File: src/rtl/adccc_consts.svh
`ifndef ADCCC_CONSTS_SVH
`define ADCCC_CONSTS_SVH

// Phase lengths in converter clock cycles
`define ADCCC_SAMPLE_CYCLES   8'h05
`define ADCCC_CONV_CYCLES     8'h11
`define ADCCC_CAL_CYCLES      8'hA8
// Supply settling wait after power-up or power failure
`define ADCCC_SETTLE_CYCLES   42425
// Least calibrate pin low time
`define ADCCC_MIN_PULSE_NS    100
`define ADCCC_CLK_PERIOD_NS   10
`define ADCCC_MIN_PULSE_CYC   ((`ADCCC_MIN_PULSE_NS + `ADCCC_CLK_PERIOD_NS - 1) / `ADCCC_CLK_PERIOD_NS)
// Control register bit positions
`define ADCCC_CTL_LATCHED     0
`define ADCCC_CTL_CAL         1
`define ADCCC_CTL_EXTSAMPLE   2
`define ADCCC_CTL_PFCLR       5
// Reset value of the control register
`define ADCCC_CTL_RESET       8'h00
// Status bit position in the high byte
`define ADCCC_STATUS_BIT      7

`endif

File: src/rtl/adccc_pkg.sv
package adccc_pkg;

  typedef enum logic [3:0] {
    ADCCC_IDLE   = 4'b0001,
    ADCCC_SAMPLE = 4'b0010,
    ADCCC_CONV   = 4'b0100,
    ADCCC_CAL    = 4'b1000
  } adccc_phase_t;

  // Microprocessor bus pins as seen by the device
  typedef struct packed {
    logic csN;
    logic rdN;
    logic wrN;
    logic byteSelect;
    logic registerSelect;
    logic channelAddrMsb;
    logic channelAddrLsb;
  } adccc_bus_t;

  // Byte bus drive toward the pins
  typedef struct packed {
    logic [7:0] data;
    logic [7:0] oeN;
  } adccc_drive_t;

endpackage

File: src/rtl/adccc_control.sv
`timescale 1ns/1ps
`include "adccc_consts.svh"
// What this block does
// - Write strobe rise with select starts conversion
// - Five sample cycles, then twelve decision cycles
// - Busy low through the whole conversion
// - External sample edge starts conversion when enabled
// - Self calibration after power-up and power failure
// - Calibrate pin low pulse rise starts calibration when external sampling is off
// - Control bit 1 written high starts calibration
// - Calibration request abandons running conversion
// - Conversion starts ignored during calibration
// - Calibration 168 cycles then one conversion
// - Wait 42425 cycles before automatic calibration
// - Register select high reads control register; writes also need byte select high
// - Low byte carries result bits 7 to 0
// - High byte lines 3 to 0 carry bits 11-8
// - High byte lines 6 to 4 driven low
// - High byte line 7 is inverted busy
// - Channel address latched on write or select rise
module adccc_control #(
  parameter int unsigned SETTLE_CYCLES = `ADCCC_SETTLE_CYCLES
) (
  input  wire logic                 clk_sys,
  input  wire logic                 reset_n,
  input  wire adccc_pkg::adccc_bus_t busIn,
  input  wire logic [7:0]           dataIn,
  input  wire logic                 calibrateN,
  input  wire logic                 powerFail,
  input  wire logic                 comparatorOut,
  input  wire logic                 calOverflow,
  output adccc_pkg::adccc_drive_t   busOut,
  output logic                      busyN,
  output logic [1:0]                channelSel,
  output logic                      sampleActive,
  output logic                      calActive,
  output logic                      latchedMode,
  output logic                      powerFailFlag,
  output logic                      calError
);

  typedef struct packed {
    adccc_pkg::adccc_phase_t phase;
    logic [7:0]              cycle;
    logic                    calFollow;
    logic [11:0]             sar;
    logic [11:0]             result;
    logic [1:0]              channel;
    logic [7:0]              ctl;
    logic                    pfFlag;
    logic                    calErr;
    logic                    selWr;
    logic [7:0]              calLowCnt;
    adccc_pkg::adccc_drive_t drive;
  } adccc_ctl_state_t;

  adccc_ctl_state_t state_r;
  adccc_ctl_state_t state_nxt;

  logic settleDone;
  logic calPinRise;
  logic selWrNow;
  logic writeRise;
  logic selRise;
  logic sfrWrite;
  logic dataWrite;
  logic calRequest;
  logic convRequest;
  logic inCal;
  logic [7:0] readByte;

  // Builds the byte presented for a read
  function automatic logic [7:0] adccc_read_byte(
    input logic        regSel,
    input logic        hiByte,
    input logic [11:0] res,
    input logic [7:0]  ctl,
    input logic        pf,
    input logic        cerr,
    input logic        busy
  );
    logic [7:0] b;
    b = 8'h00;
    if (regSel) begin
      b = {2'h0, ~pf, 2'h0, ctl[2:0]};
      b[6] = cerr;
    end else if (hiByte) begin
      b = {busy, 3'h0, res[11:8]};
    end else begin
      b = res[7:0];
    end
    return b;
  endfunction

  // Settling wait before any automatic calibration
  adccc_settle_timer #(
    .SETTLE_CYCLES (SETTLE_CYCLES)
  ) u_settle (
    .clk_sys (clk_sys),
    .reset_n (reset_n),
    .restart (powerFail),
    .done    (settleDone)
  );

  // Shared calibrate / sample-control pin edge
  adccc_edge_detect u_calEdge (
    .clk_sys (clk_sys),
    .reset_n (reset_n),
    .level   (calibrateN),
    .rise    (calPinRise)
  );

  // Write window is select and write both low; its end is the start event
  assign selWrNow  = ~busIn.csN & ~busIn.wrN;
  assign writeRise = state_r.selWr & ~selWrNow;
  assign selRise   = writeRise;
  assign sfrWrite  = writeRise & busIn.registerSelect & busIn.byteSelect;
  assign dataWrite = writeRise & ~busIn.registerSelect;
  assign inCal     = (state_r.phase == adccc_pkg::ADCCC_CAL) | state_r.calFollow;

  // A pin pulse only counts as calibrate when long enough and not in sample mode.
  // The pin's first high cycle is used, since the low counter clears one cycle later.
  assign calRequest = settleDone
                    | (calibrateN & ~state_r.ctl[`ADCCC_CTL_EXTSAMPLE]
                       & (state_r.calLowCnt >= 8'(`ADCCC_MIN_PULSE_CYC)))
                    | (sfrWrite & dataIn[`ADCCC_CTL_CAL]);
  assign convRequest = ~inCal & (dataWrite
                    | (calPinRise & state_r.ctl[`ADCCC_CTL_EXTSAMPLE]));

  always_comb begin
    state_nxt       = state_r;
    state_nxt.selWr = selWrNow;
    readByte = adccc_read_byte(busIn.registerSelect, busIn.byteSelect, state_r.result,
                               state_r.ctl, state_r.pfFlag, state_r.calErr,
                               state_r.phase != adccc_pkg::ADCCC_IDLE);

    // Low time of the calibrate pin, saturating
    if (calibrateN) begin
      state_nxt.calLowCnt = 8'h00;
    end else if (state_r.calLowCnt != 8'hFF) begin
      state_nxt.calLowCnt = state_r.calLowCnt + 8'h01;
    end

    // Channel address latched when the write window closes
    if (selRise & ~inCal & ~busIn.registerSelect) begin
      state_nxt.channel = {busIn.channelAddrMsb, busIn.channelAddrLsb};
    end

    // Control register writes; calibrate bit is a command, not stored
    if (sfrWrite) begin
      state_nxt.ctl = dataIn & 8'h05;
      if (!dataIn[`ADCCC_CTL_PFCLR]) begin
        state_nxt.pfFlag = 1'b0;
      end
    end
    // Power failure sets the flag and drops written settings; set wins
    if (powerFail) begin
      state_nxt.pfFlag = 1'b1;
      state_nxt.ctl    = `ADCCC_CTL_RESET;
    end

    // Phase sequencer
    unique case (state_r.phase)
      adccc_pkg::ADCCC_IDLE: begin
        state_nxt.cycle = 8'h00;
      end
      adccc_pkg::ADCCC_SAMPLE: begin
        state_nxt.cycle = state_r.cycle + 8'h01;
        if (state_r.cycle == `ADCCC_SAMPLE_CYCLES - 8'h01) begin
          state_nxt.phase = adccc_pkg::ADCCC_CONV;
          state_nxt.sar   = 12'h000;
        end
      end
      adccc_pkg::ADCCC_CONV: begin
        state_nxt.cycle = state_r.cycle + 8'h01;
        // One decision per cycle, most significant bit first
        state_nxt.sar = {state_r.sar[10:0], comparatorOut};
        if (!state_r.ctl[`ADCCC_CTL_LATCHED]) begin
          state_nxt.result = {state_r.sar[10:0], comparatorOut};
        end
        if (state_r.cycle == `ADCCC_CONV_CYCLES - 8'h01) begin
          state_nxt.phase     = adccc_pkg::ADCCC_IDLE;
          state_nxt.calFollow = 1'b0;
          state_nxt.result    = {state_r.sar[10:0], comparatorOut};
        end
      end
      adccc_pkg::ADCCC_CAL: begin
        state_nxt.cycle = state_r.cycle + 8'h01;
        if (calOverflow) begin
          state_nxt.calErr = 1'b1;
        end
        if (state_r.cycle == `ADCCC_CAL_CYCLES - 8'h01) begin
          state_nxt.phase     = adccc_pkg::ADCCC_SAMPLE;
          state_nxt.cycle     = 8'h00;
          state_nxt.calFollow = 1'b1;
        end
      end
      default: begin
        state_nxt.phase = adccc_pkg::ADCCC_IDLE;
      end
    endcase

    // Calibration overrides anything in progress
    if (calRequest) begin
      state_nxt.phase     = adccc_pkg::ADCCC_CAL;
      state_nxt.cycle     = 8'h00;
      state_nxt.calErr    = 1'b0;
      state_nxt.calFollow = 1'b0;
    end else if (convRequest) begin
      // External edge ends sampling at once; a write restarts the sequence
      if (calPinRise & state_r.ctl[`ADCCC_CTL_EXTSAMPLE]) begin
        state_nxt.phase = adccc_pkg::ADCCC_CONV;
        state_nxt.cycle = `ADCCC_SAMPLE_CYCLES;
        state_nxt.sar   = 12'h000;
      end else begin
        state_nxt.phase = adccc_pkg::ADCCC_SAMPLE;
        state_nxt.cycle = 8'h00;
      end
    end

    // Byte bus drive, registered from the current pin levels
    state_nxt.drive.data = readByte;
    if (~busIn.csN & ~busIn.rdN) begin
      state_nxt.drive.oeN = 8'h00;
    end else begin
      state_nxt.drive.oeN = 8'hFF;
    end
  end

  always_ff @(posedge clk_sys or negedge reset_n) begin
    if (!reset_n) begin
      state_r           <= '0;
      state_r.phase     <= adccc_pkg::ADCCC_IDLE;
      state_r.ctl       <= `ADCCC_CTL_RESET;
      state_r.pfFlag    <= 1'b1;
      state_r.drive.oeN <= 8'hFF;
    end else begin
      state_r <= state_nxt;
    end
  end

  // Busy registered from the next phase, in step with the phase register: low in any non-idle phase
  always_ff @(posedge clk_sys or negedge reset_n) begin
    if (!reset_n) begin
      busyN        <= 1'b1;
      channelSel   <= 2'h0;
      sampleActive <= 1'b0;
      calActive    <= 1'b0;
    end else begin
      busyN        <= state_nxt.phase == adccc_pkg::ADCCC_IDLE;
      channelSel   <= state_nxt.channel;
      sampleActive <= state_nxt.phase == adccc_pkg::ADCCC_SAMPLE;
      calActive    <= state_nxt.phase == adccc_pkg::ADCCC_CAL;
    end
  end

  assign busOut        = state_r.drive;
  assign latchedMode   = state_r.ctl[`ADCCC_CTL_LATCHED];
  assign powerFailFlag = state_r.pfFlag;
  assign calError      = state_r.calErr;

endmodule

File: src/rtl/adccc_edge_detect.sv
`timescale 1ns/1ps
// Rising edge detector for a synchronous pin
module adccc_edge_detect (
  input  wire logic clk_sys,
  input  wire logic reset_n,
  input  wire logic level,
  output logic      rise
);

  typedef struct packed {
    logic prev;
    logic rise;
  } adccc_edge_state_t;

  adccc_edge_state_t state_r;
  adccc_edge_state_t state_nxt;

  // Idle-high reset value so a pin held high at release is no edge
  always_comb begin
    state_nxt      = state_r;
    state_nxt.prev = level;
    state_nxt.rise = level & ~state_r.prev;
  end

  always_ff @(posedge clk_sys or negedge reset_n) begin
    if (!reset_n) begin
      state_r <= 2'h2;
    end else begin
      state_r <= state_nxt;
    end
  end

  assign rise = state_r.rise;

endmodule

File: src/rtl/adccc_settle_timer.sv
`timescale 1ns/1ps
`include "adccc_consts.svh"
// Counts the supply settling wait, restarted by power failure
module adccc_settle_timer #(
  parameter int unsigned SETTLE_CYCLES = `ADCCC_SETTLE_CYCLES
) (
  input  wire logic clk_sys,
  input  wire logic reset_n,
  input  wire logic restart,
  output logic      done
);

  typedef struct packed {
    logic [15:0] count;
    logic        running;
    logic        done;
  } adccc_settle_state_t;

  adccc_settle_state_t state_r;
  adccc_settle_state_t state_nxt;

  // Runs from reset; done is a one-cycle pulse after the full wait
  always_comb begin
    state_nxt      = state_r;
    state_nxt.done = 1'b0;
    if (restart) begin
      state_nxt.count   = 16'h0000;
      state_nxt.running = 1'b1;
    end else if (state_r.running) begin
      if (state_r.count == 16'(SETTLE_CYCLES - 1)) begin
        state_nxt.running = 1'b0;
        state_nxt.done    = 1'b1;
      end else begin
        state_nxt.count = state_r.count + 16'h0001;
      end
    end
  end

  always_ff @(posedge clk_sys or negedge reset_n) begin
    if (!reset_n) begin
      state_r <= {16'h0000, 1'b1, 1'b0};
    end else begin
      state_r <= state_nxt;
    end
  end

  assign done = state_r.done;

endmodule

File: config.mk
export PLATFORM = sky130hd
export DESIGN_NAME = adccc_control
export DESIGN_NICKNAME = d
export VERILOG_FILES = /design/src/rtl/adccc_pkg.sv /design/src/rtl/adccc_control.sv /design/src/rtl/adccc_edge_detect.sv /design/src/rtl/adccc_settle_timer.sv
export VERILOG_INCLUDE_DIRS = /design/src /design/src/rtl
export SDC_FILE = /design/constraint.sdc
export NUM_CORES = 1
export LEC_CHECK = 0
export BUFFER_PORTS_ARGS = -buffer_cell sky130_fd_sc_hd__buf_2
export CORE_MARGIN = 5
export CORE_UTILIZATION = 47
export CTS_BUF_LIST = sky130_fd_sc_hd__clkbuf_8
export DETAILED_ROUTE_END_ITERATION = 6
export PLACE_DENSITY_LB_ADDON = 0.25
export REMOVE_ABC_BUFFERS = 1
export SYNTH_ARGS = -nofsm -noshare
export SYNTH_HDL_FRONTEND = slang
export SYNTH_SLANG_ARGS = --single-unit
File: constraint.sdc
create_clock -name clk_sys -period 1.7 [get_ports clk_sys]
set_input_delay 0.255 -clock clk_sys [delete_from_list [all_inputs] [get_ports clk_sys]]
set_output_delay 0.255 -clock clk_sys [all_outputs]
set_load 0.05 [all_outputs]
Word level (Yosys, flattened, before mapping)
Cells that the tools add are included.
Cells by class
  order comparisons: 1
  multiplexer cells: 34
  add/sub/neg operators: 3
  bitwise operators: 27
  reduce and logical (&&, ||, !) cells: 13
  equal/unequal tests: 18
Operators with widths (number)
  $mux W12: 8
  $mux W8: 5
  $pmux W12 S2: 1
  $pmux W8 S3: 1
  $mux W18: 1
  $mux W17: 1
  $add A16 B1 Y16 const B: 1
  $add A8 B1 Y8 const B: 2
  $eq A16 B16 Y1 const B: 1
  $mux W16: 1
  $mux W4: 4
  $pmux W4 S4: 1
  $and A1 B1 Y1: 14
  $mux W13: 1
  $mux W11: 1
  $reduce_bool A2 Y1: 5
  $not A1 Y1: 9
  $eq A4 B1 Y1 const B: 2
  $eq A4 B2 Y1 const B: 2
  $eq A4 B4 Y1 const B: 2
  $eq A8 B3 Y1 const B: 1
  $eq A8 B5 Y1 const B: 1
  $eq A8 B8 Y1 const B: 1
  $ge A8 B4 Y1 const B: 1
  other kinds (16): 29
Word-level totals
  word-level logic and storage cells: 117
  input port bits: 21
  output and inout port bits: 24
  register bits: 92

Depth between registers and ports, before layout
Gate-level depths: netlist of run 1.
  depth after elaboration: 10
  mapped depth: 9
  gate-level depth less buffers: 7

Modules after synthesis
A second synthesis of run 1 with hierarchy kept.
Second synthesis, totals
  cells, all modules: 397
  area, all modules: 4110.2 um2
By module, submodules not included
  adccc_control: seq. area each 1581.5 um2, instances 1, area each 3116.7 um2, cells each 298
  adccc_settle_timer: seq. area each 451.7 um2, instances 1, area each 928.4 um2, cells each 96
  adccc_edge_detect: seq. area each 51.3 um2, instances 1, area each 65.1 um2, cells each 3

Least setup slack after synthesis of run 1
Ideal clock, no wire load.
  path type: register -> register
  start point: reg state_r[16] (netlist name)
  end point: reg busyN
  path slack: -0.162 ns
  library setup time: 0.059 ns
  data required time: 1.641 ns
  clock period less this slack: 1.862 ns
  arrival time: 1.803 ns
  stages on the path, launching flop included: 9
  buffers on the path: 1
  cells stage by stage: dfrtp_1 -> inv_1 -> ha_1 -> o31ai_1 -> a21oi_1 -> a211o_1 -> buf_2 -> nand2b_1 -> o21ba_2
On the way
  longest elaborated chain between the ends: 6
RTL lines
  start: declaration: RTL line adccc_control.sv:57  | adccc_ctl_state_t state_r;
  start signal: assignment: RTL line adccc_control.sv:238  | state_r <= state_nxt;
  $ge A8 B4 Y1: RTL line adccc_control.sv:125  | & (state_r.calLowCnt >= 8'(`ADCCC_MIN_PULSE_CYC)))
  $and A1 B1 Y1: RTL line adccc_control.sv:124  | | (calibrateN & ~state_r.ctl[`ADCCC_CTL_EXTSAMPLE]
  $or A1 B1 Y1 (2 in series): RTL line adccc_control.sv:123  | assign calRequest = settleDone
  $mux W12: RTL line adccc_control.sv:204  | if (calRequest) begin
  $eq A4 B1 Y1: RTL line adccc_control.sv:250  | busyN <= state_nxt.phase == adccc_pkg::ADCCC_IDLE;
  end signal: assignment: RTL line adccc_control.sv:250
  end: declaration: RTL line adccc_control.sv:33  | output logic busyN,
No other way between the ends.
A chain may end at the register's enable or synchronous reset.

Worst setup path in the final report of run 1
  start point: reg state_r[71] (netlist name)
  end point: reg state_r[62] (netlist name)
On the way
  longest elaborated chain between the ends: 6
  elaborated cells between the ends (all ways): 12
  classes of those cells: eq/ne: 4; mux: 3; bitwise: 3; reduce/logical: 2
RTL lines
  parallel branches: the longest is 6 deep, another holds $mux W12
Several ways; the timed one is not identified.

==> results of run 1 <==
per-layer routing:
layer  part of all wire [%]  GRT usage [%]
met5                      0              0
met3                    4.7           3.42
met1                     47           26.5
met4                    1.0           5.34
met2                     47           27.4
cells by family (layout without fill, tap and decap cells):
logic type / count (synthesis) / in the layout / share of synthesized area, %
simple gates: 164 / 164 / 20.9
compound gates: 96 / 96 / 14.1
flops: 83 / 83 / 48.8
buf+inv: 49 / 138 / 6.44
mux: 18 / 18 / 4.57
xor+xnor: 17 / 17 / 3.49
fa+ha+maj: 6 / 6 / 1.76
layout by cell type (no fill, tap or decap), types with 7 or more instances in the layout:
| master | n |
|---|---|
| clkbuf_8 | 9 |
| dfrtp_1 | 76 |
| nand2_1 | 35 |
| nand3_1 | 9 |
| xor2_1 | 9 |
| and3_1 | 9 |
| inv_1 | 9 |
| xnor2_1 | 7 |
| a21oi_1 | 30 |
| nor2_1 | 32 |
| nor2b_1 | 13 |
| a21oi_2 | 7 |
| buf_6 | 10 |
| mux2_2 | 12 |
| nand2b_1 | 7 |
| o21ai_0 | 17 |
| buf_2 | 39 |
| buf_4 | 62 |
how the worst max path moves through the flow:
stage / startpoint / to
2_1_floorplan: busOut[6] / busOut[0]
3_3_place_gp: state_r[16] / busyN
3_5_place_dp: state_r[16] / state_r[65]
4_1_cts: state_r[73] / state_r[62]
5_1_grt: state_r[73] / state_r[62]
6_report: state_r[71] / state_r[62]
synthesized netlist by cell type (10+ instances only):
cell type	n	area, sq um
a21oi_1	37	185
and3_1	11	68.8
buf_4	18	135
clkbuf_1	13	48.8
dfrtp_1	77	1930
mux2_2	12	135
nand2_1	35	131
nand3_1	10	50.1
nor2_1	43	161
nor2b_1	13	81.3
o21ai_0	20	100
xor2_1	10	87.6
per-stage QoR:
step	instance area (sq um)	hold slack, ns	util, %
global placement	4850	0.190	55.0
finish	5440	0.0899	61.8
global route	5440	0.0823	61.8
floorplan	4030	-0.0406	-
detailed placement	4850	0.192	55.0
CTS	5260	0.0787	59.8
state kept, by name, indices dropped and copies added, names as in the netlist:
signal / cells
busOut: 9
busyN: 1
calActive: 1
calError: 1
channelSel: 2
latchedMode: 1
powerFailFlag: 1
sampleActive: 1
state_r: 46
u_calEdge.rise: 1
u_calEdge.state_r: 1
u_settle.done: 1
u_settle.state_r: 17
power groups by stage:
stage	Clock [mW]	Sequential, mW	Combinational, mW
2_1_floorplan	0	2.63	0.364
3_5_place_dp	0	2.38	0.996
3_3_place_gp	0	2.37	0.980
6_report	1.43	2.34	1.08
5_1_grt	1.54	2.38	1.18
4_1_cts	1.44	2.34	1.05
final cells by class:
cell class | count | area, sq um
Sequential cell | 83 | 2090
Inverter | 9 | 33.8
Clock inverter | 7 | 68.8
Fill cell | 732 | 3370
Tap cell | 108 | 135
Clock buffer | 9 | 124
Multi-Input combinational cell | 301 | 2190
Timing Repair Buffer | 113 | 803
what timing repair did:
item                       CTS  global route
pin swaps                   21            13
gates cloned                 3             0
setup endpoints to repair   41            48
resized for setup           38            35
setup buffers                4             5
hold buffers                 1             0
hold endpoints to repair    20             0
==> reports/metrics.yaml, run 1 <==
crit_family: "simple AND/OR/NAND/NOR gates"
tns_ns: -2.47
place_congestion: 0.840
instances_no_fill: 630
drtIter0Drc: 105
cp_num_cells: 6
min_delay_worst_endpoint: "busOut[6]"
wl_um: 10000
rsz0062_at_grt: "yes"
p_clk_share_pct: 29.4
power.internal_mw: 3.33
htree_levels: 3
worstMarginPinSlew_ns: 0.454
crit_arrival_ns: 2.09
vias_per_cell: 5.51
end_kind: "flop"
wl_per_cell_um: 15.9
worstRegToRegCells: 6
nets: 544
worst-path-buf-inv: 1
hpwl_um: 6690
die_height_um: 105
critPathLaunchType: "flop"
grt_pass1_wl_um: 16700
skew_ns: 0.0152
diodes: 0
root_buffer: "clkbuf_8"
synth_edf_count: 0
first_global_vias: 3425
cts.sinks: 83
p_comb_share_pct: 22.3
hold_viol: 0
violations: "setup timing"
synthToLayoutAreaGrowth_pct: 27.3
synth.avg_cell_area_sq_um: 9.87
ant_nets: 0
ys_warn_count: 0
yosys_register_bits: 83
power_mw: 4.86
period_needed_ns: 1.83
power_density_nw_per_um2: 893
core_sq_um: 8810
synth-main-ff-cell: "dfrtp_1"
slew_headroom_pct: 69.4
required_ns: 1.96
crit_chain: "or3b_4, or2_4, o211ai_4, buf_6, o211ai_1, a221oi_2"
rows: 34
sequentialPowerShare_pct: 48.3
start_util_pct: 48.5
min_from: "busIn[5]"
drcViolationCount: 0
overflow: 0
syn_inst: 433
die-area_sq_um: 11100
synth_cell_types: 59
r2r_end: "state_r[62]"
cpPeakStageDelay_ns: 0.43
port_buffers: 40
reg2reg_from: "state_r[71]"
rrSetupSlack_ns: -0.13
maxSlewViolCount: 0
vias: 3474
clk_latency_ns: 0.35
post-place-ws_ns: -0.187
dp_cells: 603
cts_buffers: 9
crit_fanout: 7
clockBufferDepth: 2
netlist_area_sq_um: 4270
hold_depth: 2
drive_gt1_share_pct: 38.1
drtPass1Iterations: 4
clock.fmax_ghz: 0.546
maxCapViolCount: 0
netSwitchingPower_mw: 1.53
slowest_stage: "dfrtp_2"
finalSetupViolations: 36
ys_seq_area_share_pct: 48.8
die_x_um: 105
finalWorstSetupSlack_ns: -0.131
leakagePower_nw: 2.49
path_clk_slew_ns: 0.09
cts_tree: "yes"
min_period_over_period_pct: 108
vdd.ir_drop.worst_mv: 0.780
async_reset_ff_share_pct: 100
ioPinCount: 45
min_path_type: "input pin to flop"
grt_max_degree: 32
grt_usage_pct: 18.1
critPathKind: "flop to flop"
p_sw_share_pct: 31.4
antenna_found_initial: 0
outcome: "finished, violations left"
Note: power is estimated with default switching activity, not from simulation.
==> run 2: changes to the inputs <==
--- a/config.mk
+++ b/config.mk
@@ -11,6 +11,7 @@
 export CORE_UTILIZATION = 47
 export CTS_BUF_LIST = sky130_fd_sc_hd__clkbuf_8
 export DETAILED_ROUTE_END_ITERATION = 6
+export GPL_TIMING_DRIVEN = 1
 export PLACE_DENSITY_LB_ADDON = 0.25
 export REMOVE_ABC_BUFFERS = 1
 export SYNTH_ARGS = -nofsm -noshare
==> constraint.sdc (replaced) <==
create_clock -name clk_sys -period 1.7 [get_ports clk_sys]
set_input_delay 0.17 -clock clk_sys [delete_from_list [all_inputs] [get_ports clk_sys]]
set_output_delay 0.17 -clock clk_sys [all_outputs]
set_load 0.05 [all_outputs]
==> run 2 against run 1 <==
Effect of this change: the flow still finishes with violations (setup timing); die area unchanged; clock skew shrank 0.0049 ns; via count grew 1.0%; critical path type unchanged.
==> reports/metrics.yaml, run 2 (synthesis results as in run 1) <==
crit_arrival_ns: 2.07  # -0.02 ns
critPathKind: "flop to flop"
r2r_end: "state_r[62]"
wl_um: 10500  # +4.2%
critPathLaunchType: "flop"
fin_util_pct: 62.4  # +0.67 points
largest_reg_flops: 46  # unchanged
final_common_cell: "dfrtp_1"
die-area_sq_um: 11100  # unchanged
drcViolationCount: 0  # unchanged
finalSetupViolations: 28  # -22%
port_buffers: 40  # unchanged
diodes: 0  # unchanged
root_buffer: "clkbuf_8"
rows: 34  # unchanged
clockBufferDepth: 2  # unchanged
crit_fanout: 3  # -4
sequentialPowerShare_pct: 46.2  # -2.1 points
die_x_um: 105  # unchanged
ant_nets: 0  # unchanged
first_global_vias: 3465  # +1.2%
slowest_stage: "dfrtp_1"
leakagePower_nw: 2.52  # +1.5%
finalWorstSetupSlack_ns: -0.143  # -0.0114 ns
antenna_found_initial: 0  # unchanged
place_congestion: 0.835  # -0.50%
worst-path-buf-inv: 1  # unchanged
clock.fmax_ghz: 0.543  # -0.62%
met3_usage_pct: 4.46  # +1.0 points
skew_ns: 0.0103  # -0.00493 ns
cts.sinks: 83  # unchanged
cts_tree: "yes"
violations: "setup timing"
grt_pass1_wl_um: 17100  # +2.2%
min_path_type: "input pin to flop"
wl_per_cell_um: 16.5  # +3.9%
clk_latency_ns: 0.35  # about the same
drtIter0Drc: 186  # +77%
min_from: "busIn[5]"
fillers: 734  # +0.27%
crit_chain: "or3b_4, or2_4, buf_4, o31a_1, a21oi_1, a221oi_2"
regMostFlops: "state_r"
hpwl_um: 6990  # +4.5%
nets: 547  # +0.55%
vias: 3510  # +1.0%
power_density_nw_per_um2: 925  # +3.6%
grt_max_degree: 33  # +3.1%
end_kind: "flop"
vdd.ir_drop.worst_mv: 0.652  # -16%
p_sw_share_pct: 29.4  # -2.1 points
hold_viol: 0  # unchanged
worstRegToRegCells: 6  # unchanged
most-common-layout-cells: "dfrtp_1 (76), buf_4 (66), buf_2 (40), nand2_1 (33), nor2_1 (32)"
overflow: 0  # unchanged
met2_usage_pct: 29.8  # +2.5 points
maxCapViolCount: 0  # unchanged
htree_levels: 3  # unchanged
worstMarginPinSlew_ns: 0.467  # +0.0125 ns
power.internal_mw: 3.59  # +7.8%
p_clk_share_pct: 32.6  # +3.2 points
power_mw: 5.08  # +4.7%
rrSetupSlack_ns: -0.14  # about the same
synthToLayoutAreaGrowth_pct: 28.7
required_ns: 1.92  # -0.04 ns
path_clk_slew_ns: 0.08  # about the same
reg2reg_from: "state_r[73]"
p_comb_share_pct: 21.1  # -1.2 points
netSwitchingPower_mw: 1.49  # -2.2%
slew_headroom_pct: 68.6  # -0.88 points
dp_cells: 604  # +0.17%
vias_per_cell: 5.55  # +0.72%
period_needed_ns: 1.84  # +0.0114 ns
cts_buffers: 9  # unchanged
start_util_pct: 48.5  # unchanged
use_met1_pct: 26.3  # -0.28 points
crit_family: "simple AND/OR/NAND/NOR gates"
outcome: "finished, violations left"
drive_gt1_share_pct: 38.9  # +0.81 points
cpPeakStageDelay_ns: 0.42  # about the same
ioPinCount: 45  # unchanged
rsz0062_at_grt: "yes"
drtPass1Iterations: 5  # +1
min_delay_worst_endpoint: "busOut[6]"
grt_busiest_layer: "met2"
maxSlewViolCount: 0  # unchanged
core_sq_um: 8810  # unchanged
hold_depth: 2  # unchanged
grt_usage_pct: 18.9  # +0.82 points
die_height_um: 105  # unchanged
instances_no_fill: 632  # +0.32%
min_period_over_period_pct: 108  # +0.67 points
run 2: changes by cell type in the layout (fill, tap and decap cells not counted), sizes merged:
cell / delta
clkinvlp: -1
buf: +2
clkbuf: +3
bufinv: +1
inv: -1
dlygate4sd3: +1
clkinv: -3
run 2: how the worst max path moves through the flow:
| stage | from | end | slack, ns | cells past startpoint |
|---|---|---|---|---|
| after global routing | state_r[73] | state_r[62] | -0.22 | 6 |
| after CTS | state_r[73] | state_r[62] | -0.12 | 6 |
| after floorplan | state_r[72] | state_r[66] | -0.35 | 5 |
| after detailed placement | state_r[16] | state_r[66] | -0.24 | 7 |
| after global placement | state_r[71] | state_r[62] | -0.17 | 6 |
| final | state_r[73] | state_r[62] | -0.14 | 6 |
run 2: repair_timing:
| item | 4_1_cts | 5_1_grt |
|---|---|---|
| setup buffers | 4 | 3 |
| cloned | 3 | 1 |
| pin swaps | 18 | 5 |
| setup endpoints to repair | 40 | 45 |
| hold buffers | 2 | 0 |
| resized for setup | 27 | 50 |
| hold endpoints to repair | 23 | 0 |
run 2: through the flow:
step / setup slack (ns) / cell area [sq um] / TNS, ns / hold WS [ns]
finish: -0.143 / 5500 / -1.72 / 0.0184
global route: -0.218 / 5500 / -5.13 / 0.00676
CTS: -0.119 / 5250 / -1.07 / 0.0130
detailed placement: -0.235 / 4850 / -6.04 / 0.115
global placement: -0.165 / 4850 / -4.33 / 0.115
floorplan: -0.345 / 4030 / -7.12 / -0.126
run 2: power groups by stage:
stage	combinational (mW)	clock, mW	sequential (mW)
floorplan	0.364	0	2.63
global placement	0.976	0	2.37
detailed placement	0.999	0	2.38
CTS	1.04	1.68	2.35
global route	1.17	1.79	2.39
finish	1.07	1.66	2.35
run 2: layer usage:
| metal | up-vias | part of all wire (%) | wire (um) |
|---|---|---|---|
| met5 | - | 0 | 0 |
| met4 | 0 | 2.0 | 204 |
| met3 | 17 | 4.5 | 468 |
| met2 | 78 | 48 | 5060 |
| met1 | 1729 | 45 | 4730 |
| li1 | 1686 | - | - |
run 2: cell type report:
| cell class | instances | area (sq um) | area share, % |
|---|---|---|---|
| Clock inverter | 3 | 68.8 | 1.25 |
| Tap cell | 108 | 135 | 2.46 |
| Inverter | 9 | 33.8 | 0.615 |
| Timing Repair Buffer | 116 | 818 | 14.9 |
| Clock buffer | 12 | 165 | 3.00 |
| Sequential cell | 83 | 2090 | 37.9 |
| Multi-Input combinational cell | 301 | 2190 | 39.8 |
==> run 3: changes to the inputs <==
--- a/config.mk
+++ b/config.mk
@@ -6,11 +6,11 @@
 export SDC_FILE = /design/constraint.sdc
 export NUM_CORES = 1
 export LEC_CHECK = 0
-export BUFFER_PORTS_ARGS = -buffer_cell sky130_fd_sc_hd__buf_2
 export CORE_MARGIN = 5
 export CORE_UTILIZATION = 47
 export CTS_BUF_LIST = sky130_fd_sc_hd__clkbuf_8
 export DETAILED_ROUTE_END_ITERATION = 6
+export DONT_BUFFER_PORTS = 1
 export GPL_TIMING_DRIVEN = 1
 export PLACE_DENSITY_LB_ADDON = 0.25
 export REMOVE_ABC_BUFFERS = 1
==> run 3 against run 2 <==
Effect of this change: the flow finishes with violations (hold timing, setup timing); power fell by 7.1%; sequential share of layout area down 0.63 points; critical path depth grew 2; die area unchanged; clock skew rose by 0.0015 ns; core utilization increased by 1.1 points; sequential cell count is the same; via count fell by 0.17%; non-clock buffer count down 17; global-route usage increased by 0.46 points; combinational power decreased by 21%; wire length grew 5.2%; largest cell class unchanged.
==> reports/metrics.yaml, run 3 (synthesis results as in run 1) <==
finalWorstSetupSlack_ns: -0.0939  # +0.0489 ns
die-area_sq_um: 11100  # unchanged
critPathKind: "flop to flop"
core_sq_um: 8810  # unchanged
vdd.ir_drop.worst_mv: 0.785  # +21%
cts_buffers: 9  # unchanged
finalSetupViolations: 33  # +18%
vias: 3504  # -0.17%
period_needed_ns: 1.79  # -0.0489 ns
seqCellArea_sq_um: 2090  # +0.12%
maxSlewViolCount: 0  # unchanged
crit_arrival_ns: 2.03  # -0.04 ns
die_x_um: 105  # unchanged
hold_buffers: 15  # +13
place_congestion: 0.836  # about the same
hold_viol: 83  # +83
grt_usage_pct: 19.4  # +0.46 points
min_period_over_period_pct: 106  # -2.9 points
slowest_stage: "dfrtp_1"
required_ns: 1.94  # +0.02 ns
antenna_found_initial: 0  # unchanged
rsz0062_at_grt: "yes"
holdWs_ns: -0.503  # -0.521 ns
violations: "hold timing, setup timing"
start_util_pct: 48.5  # unchanged
drtPass1Iterations: 4  # -1
skew_ns: 0.0118  # +0.00154 ns
worstMarginPinSlew_ns: 0.738  # +0.272 ns
power_mw: 4.72  # -7.1%
drcViolationCount: 0  # unchanged
clock.fmax_ghz: 0.557  # +2.7%
drtIter0Drc: 180  # -3.2%
die_height_um: 105  # unchanged
largest_reg_flops: 46  # unchanged
htree_levels: 3  # unchanged
grt_max_degree: 84  # +150%
ant_nets: 0  # unchanged
port_buffers: 0  # -100%
place_area_sq_um: 4590  # -5.3%
overflow: 0  # unchanged
stdcell_area_sq_um: 5600  # +1.8%
crit_fanout: 7  # +4
rows: 34  # unchanged
min_path_type: "input pin to asynchronous set/reset pin"
instances_no_fill: 615  # -2.7%
cts.sinks: 83  # unchanged
drive_gt1_share_pct: 36.5  # -2.4 points
leakagePower_nw: 2.47  # -2.0%
ioPinCount: 45  # unchanged
root_buffer: "clkbuf_8"
vias_per_cell: 5.70  # +2.6%
crit_family: "simple AND/OR/NAND/NOR gates"
wl_per_cell_um: 17.9  # +8.1%
cts_tree: "yes"
end_kind: "flop"
clockBufferDepth: 2  # unchanged
wl_um: 11000  # +5.2%
multi_input_area_sq_um: 2320  # +5.9%
fillers: 682  # -7.1%
worst-path-buf-inv: 2  # +1
power_density_nw_per_um2: 844  # -8.7%
path_clk_slew_ns: 0.09  # about the same
clk_latency_ns: 0.36  # about the same
grt_pass1_wl_um: 17200  # +0.93%
regMostFlops: "state_r"
cpPeakStageDelay_ns: 0.40  # -0.02 ns
final_common_cell: "dfrtp_1"
critPathLaunchType: "flop"
synthToLayoutAreaGrowth_pct: 31.0
crit_chain: "inv_2, ha_4, nand2b_4, nor4_4, nand3b_1, a21o_1, buf_6, mux2_2"
outcome: "finished, violations left"
dp_cells: 556  # -7.9%
maxCapViolCount: 0  # unchanged
first_global_vias: 3511  # +1.3%
rrSetupSlack_ns: -0.09  # +0.05 ns
diodes: 0  # unchanged
slew_headroom_pct: 50.6  # -18 points
most-common-layout-cells: "dfrtp_1 (77), buf_4 (66), nand2_1 (32), a21oi_1 (31), nor2_1 (30)"
hpwl_um: 6550  # -6.3%
nets: 530  # -3.1%
==> run 3: repair_timing <==
action	CTS	global route
gates cloned	3	1
gates resized for setup	44	65
hold endpoints to repair	127	83
pin swaps	26	27
setup buffers	14	13
endpoints found under the setup margin	40	45
==> run 3: path summary, 6_finish.rpt <==
kind / to / from / cells after the start
worst max register to register: state_r[40] / state_r[63] / 8
worst min-delay path: channelSel[1] / reset_n / 0
worst min register to register: state_r[41] / state_r[41] / 1
max in group asynchronous: powerFailFlag / reset_n / 0
min in group clk_sys: busOut[11] / busIn[3] / 2
worst max-delay path: state_r[40] / state_r[63] / 8
==> run 3: stage by stage <==
stage          TNS, ns  setup WS, ns  utilization (%)  hold slack (ns)
4_1_cts          -2.61        -0.170             59.1           -0.519
2_1_floorplan    -7.12        -0.345                -           -0.126
6_report         -2.29       -0.0939             63.5           -0.503
3_3_place_gp     -3.35        -0.113             52.2           -0.123
3_5_place_dp     -4.87        -0.201             52.2           -0.123
5_1_grt          -5.06        -0.197             63.5           -0.529
==> run 3: where the power goes <==
group,switching (mW),leakage [nW],internal (mW)
registers,0.370,1.04,2.21
clock network,0.702,0.0938,0.591
logic,0.387,1.34,0.461
==> run 3: layout make-up <==
cell class,instances,share of cell area [%]
clock buffer,11,2.71
clock inverter,4,0.358
inverter,9,0.604
multi-input combinational,301,41.4
sequential,83,37.3
tap,108,2.42
timing repair buffer,99,15.2
==> run 3: layer usage <==
layer,track usage [%],part of all wire (%)
met5,0,0
met4,8.90,2.4
met3,3.67,5.1
met2,30.2,48
met1,26.3,45
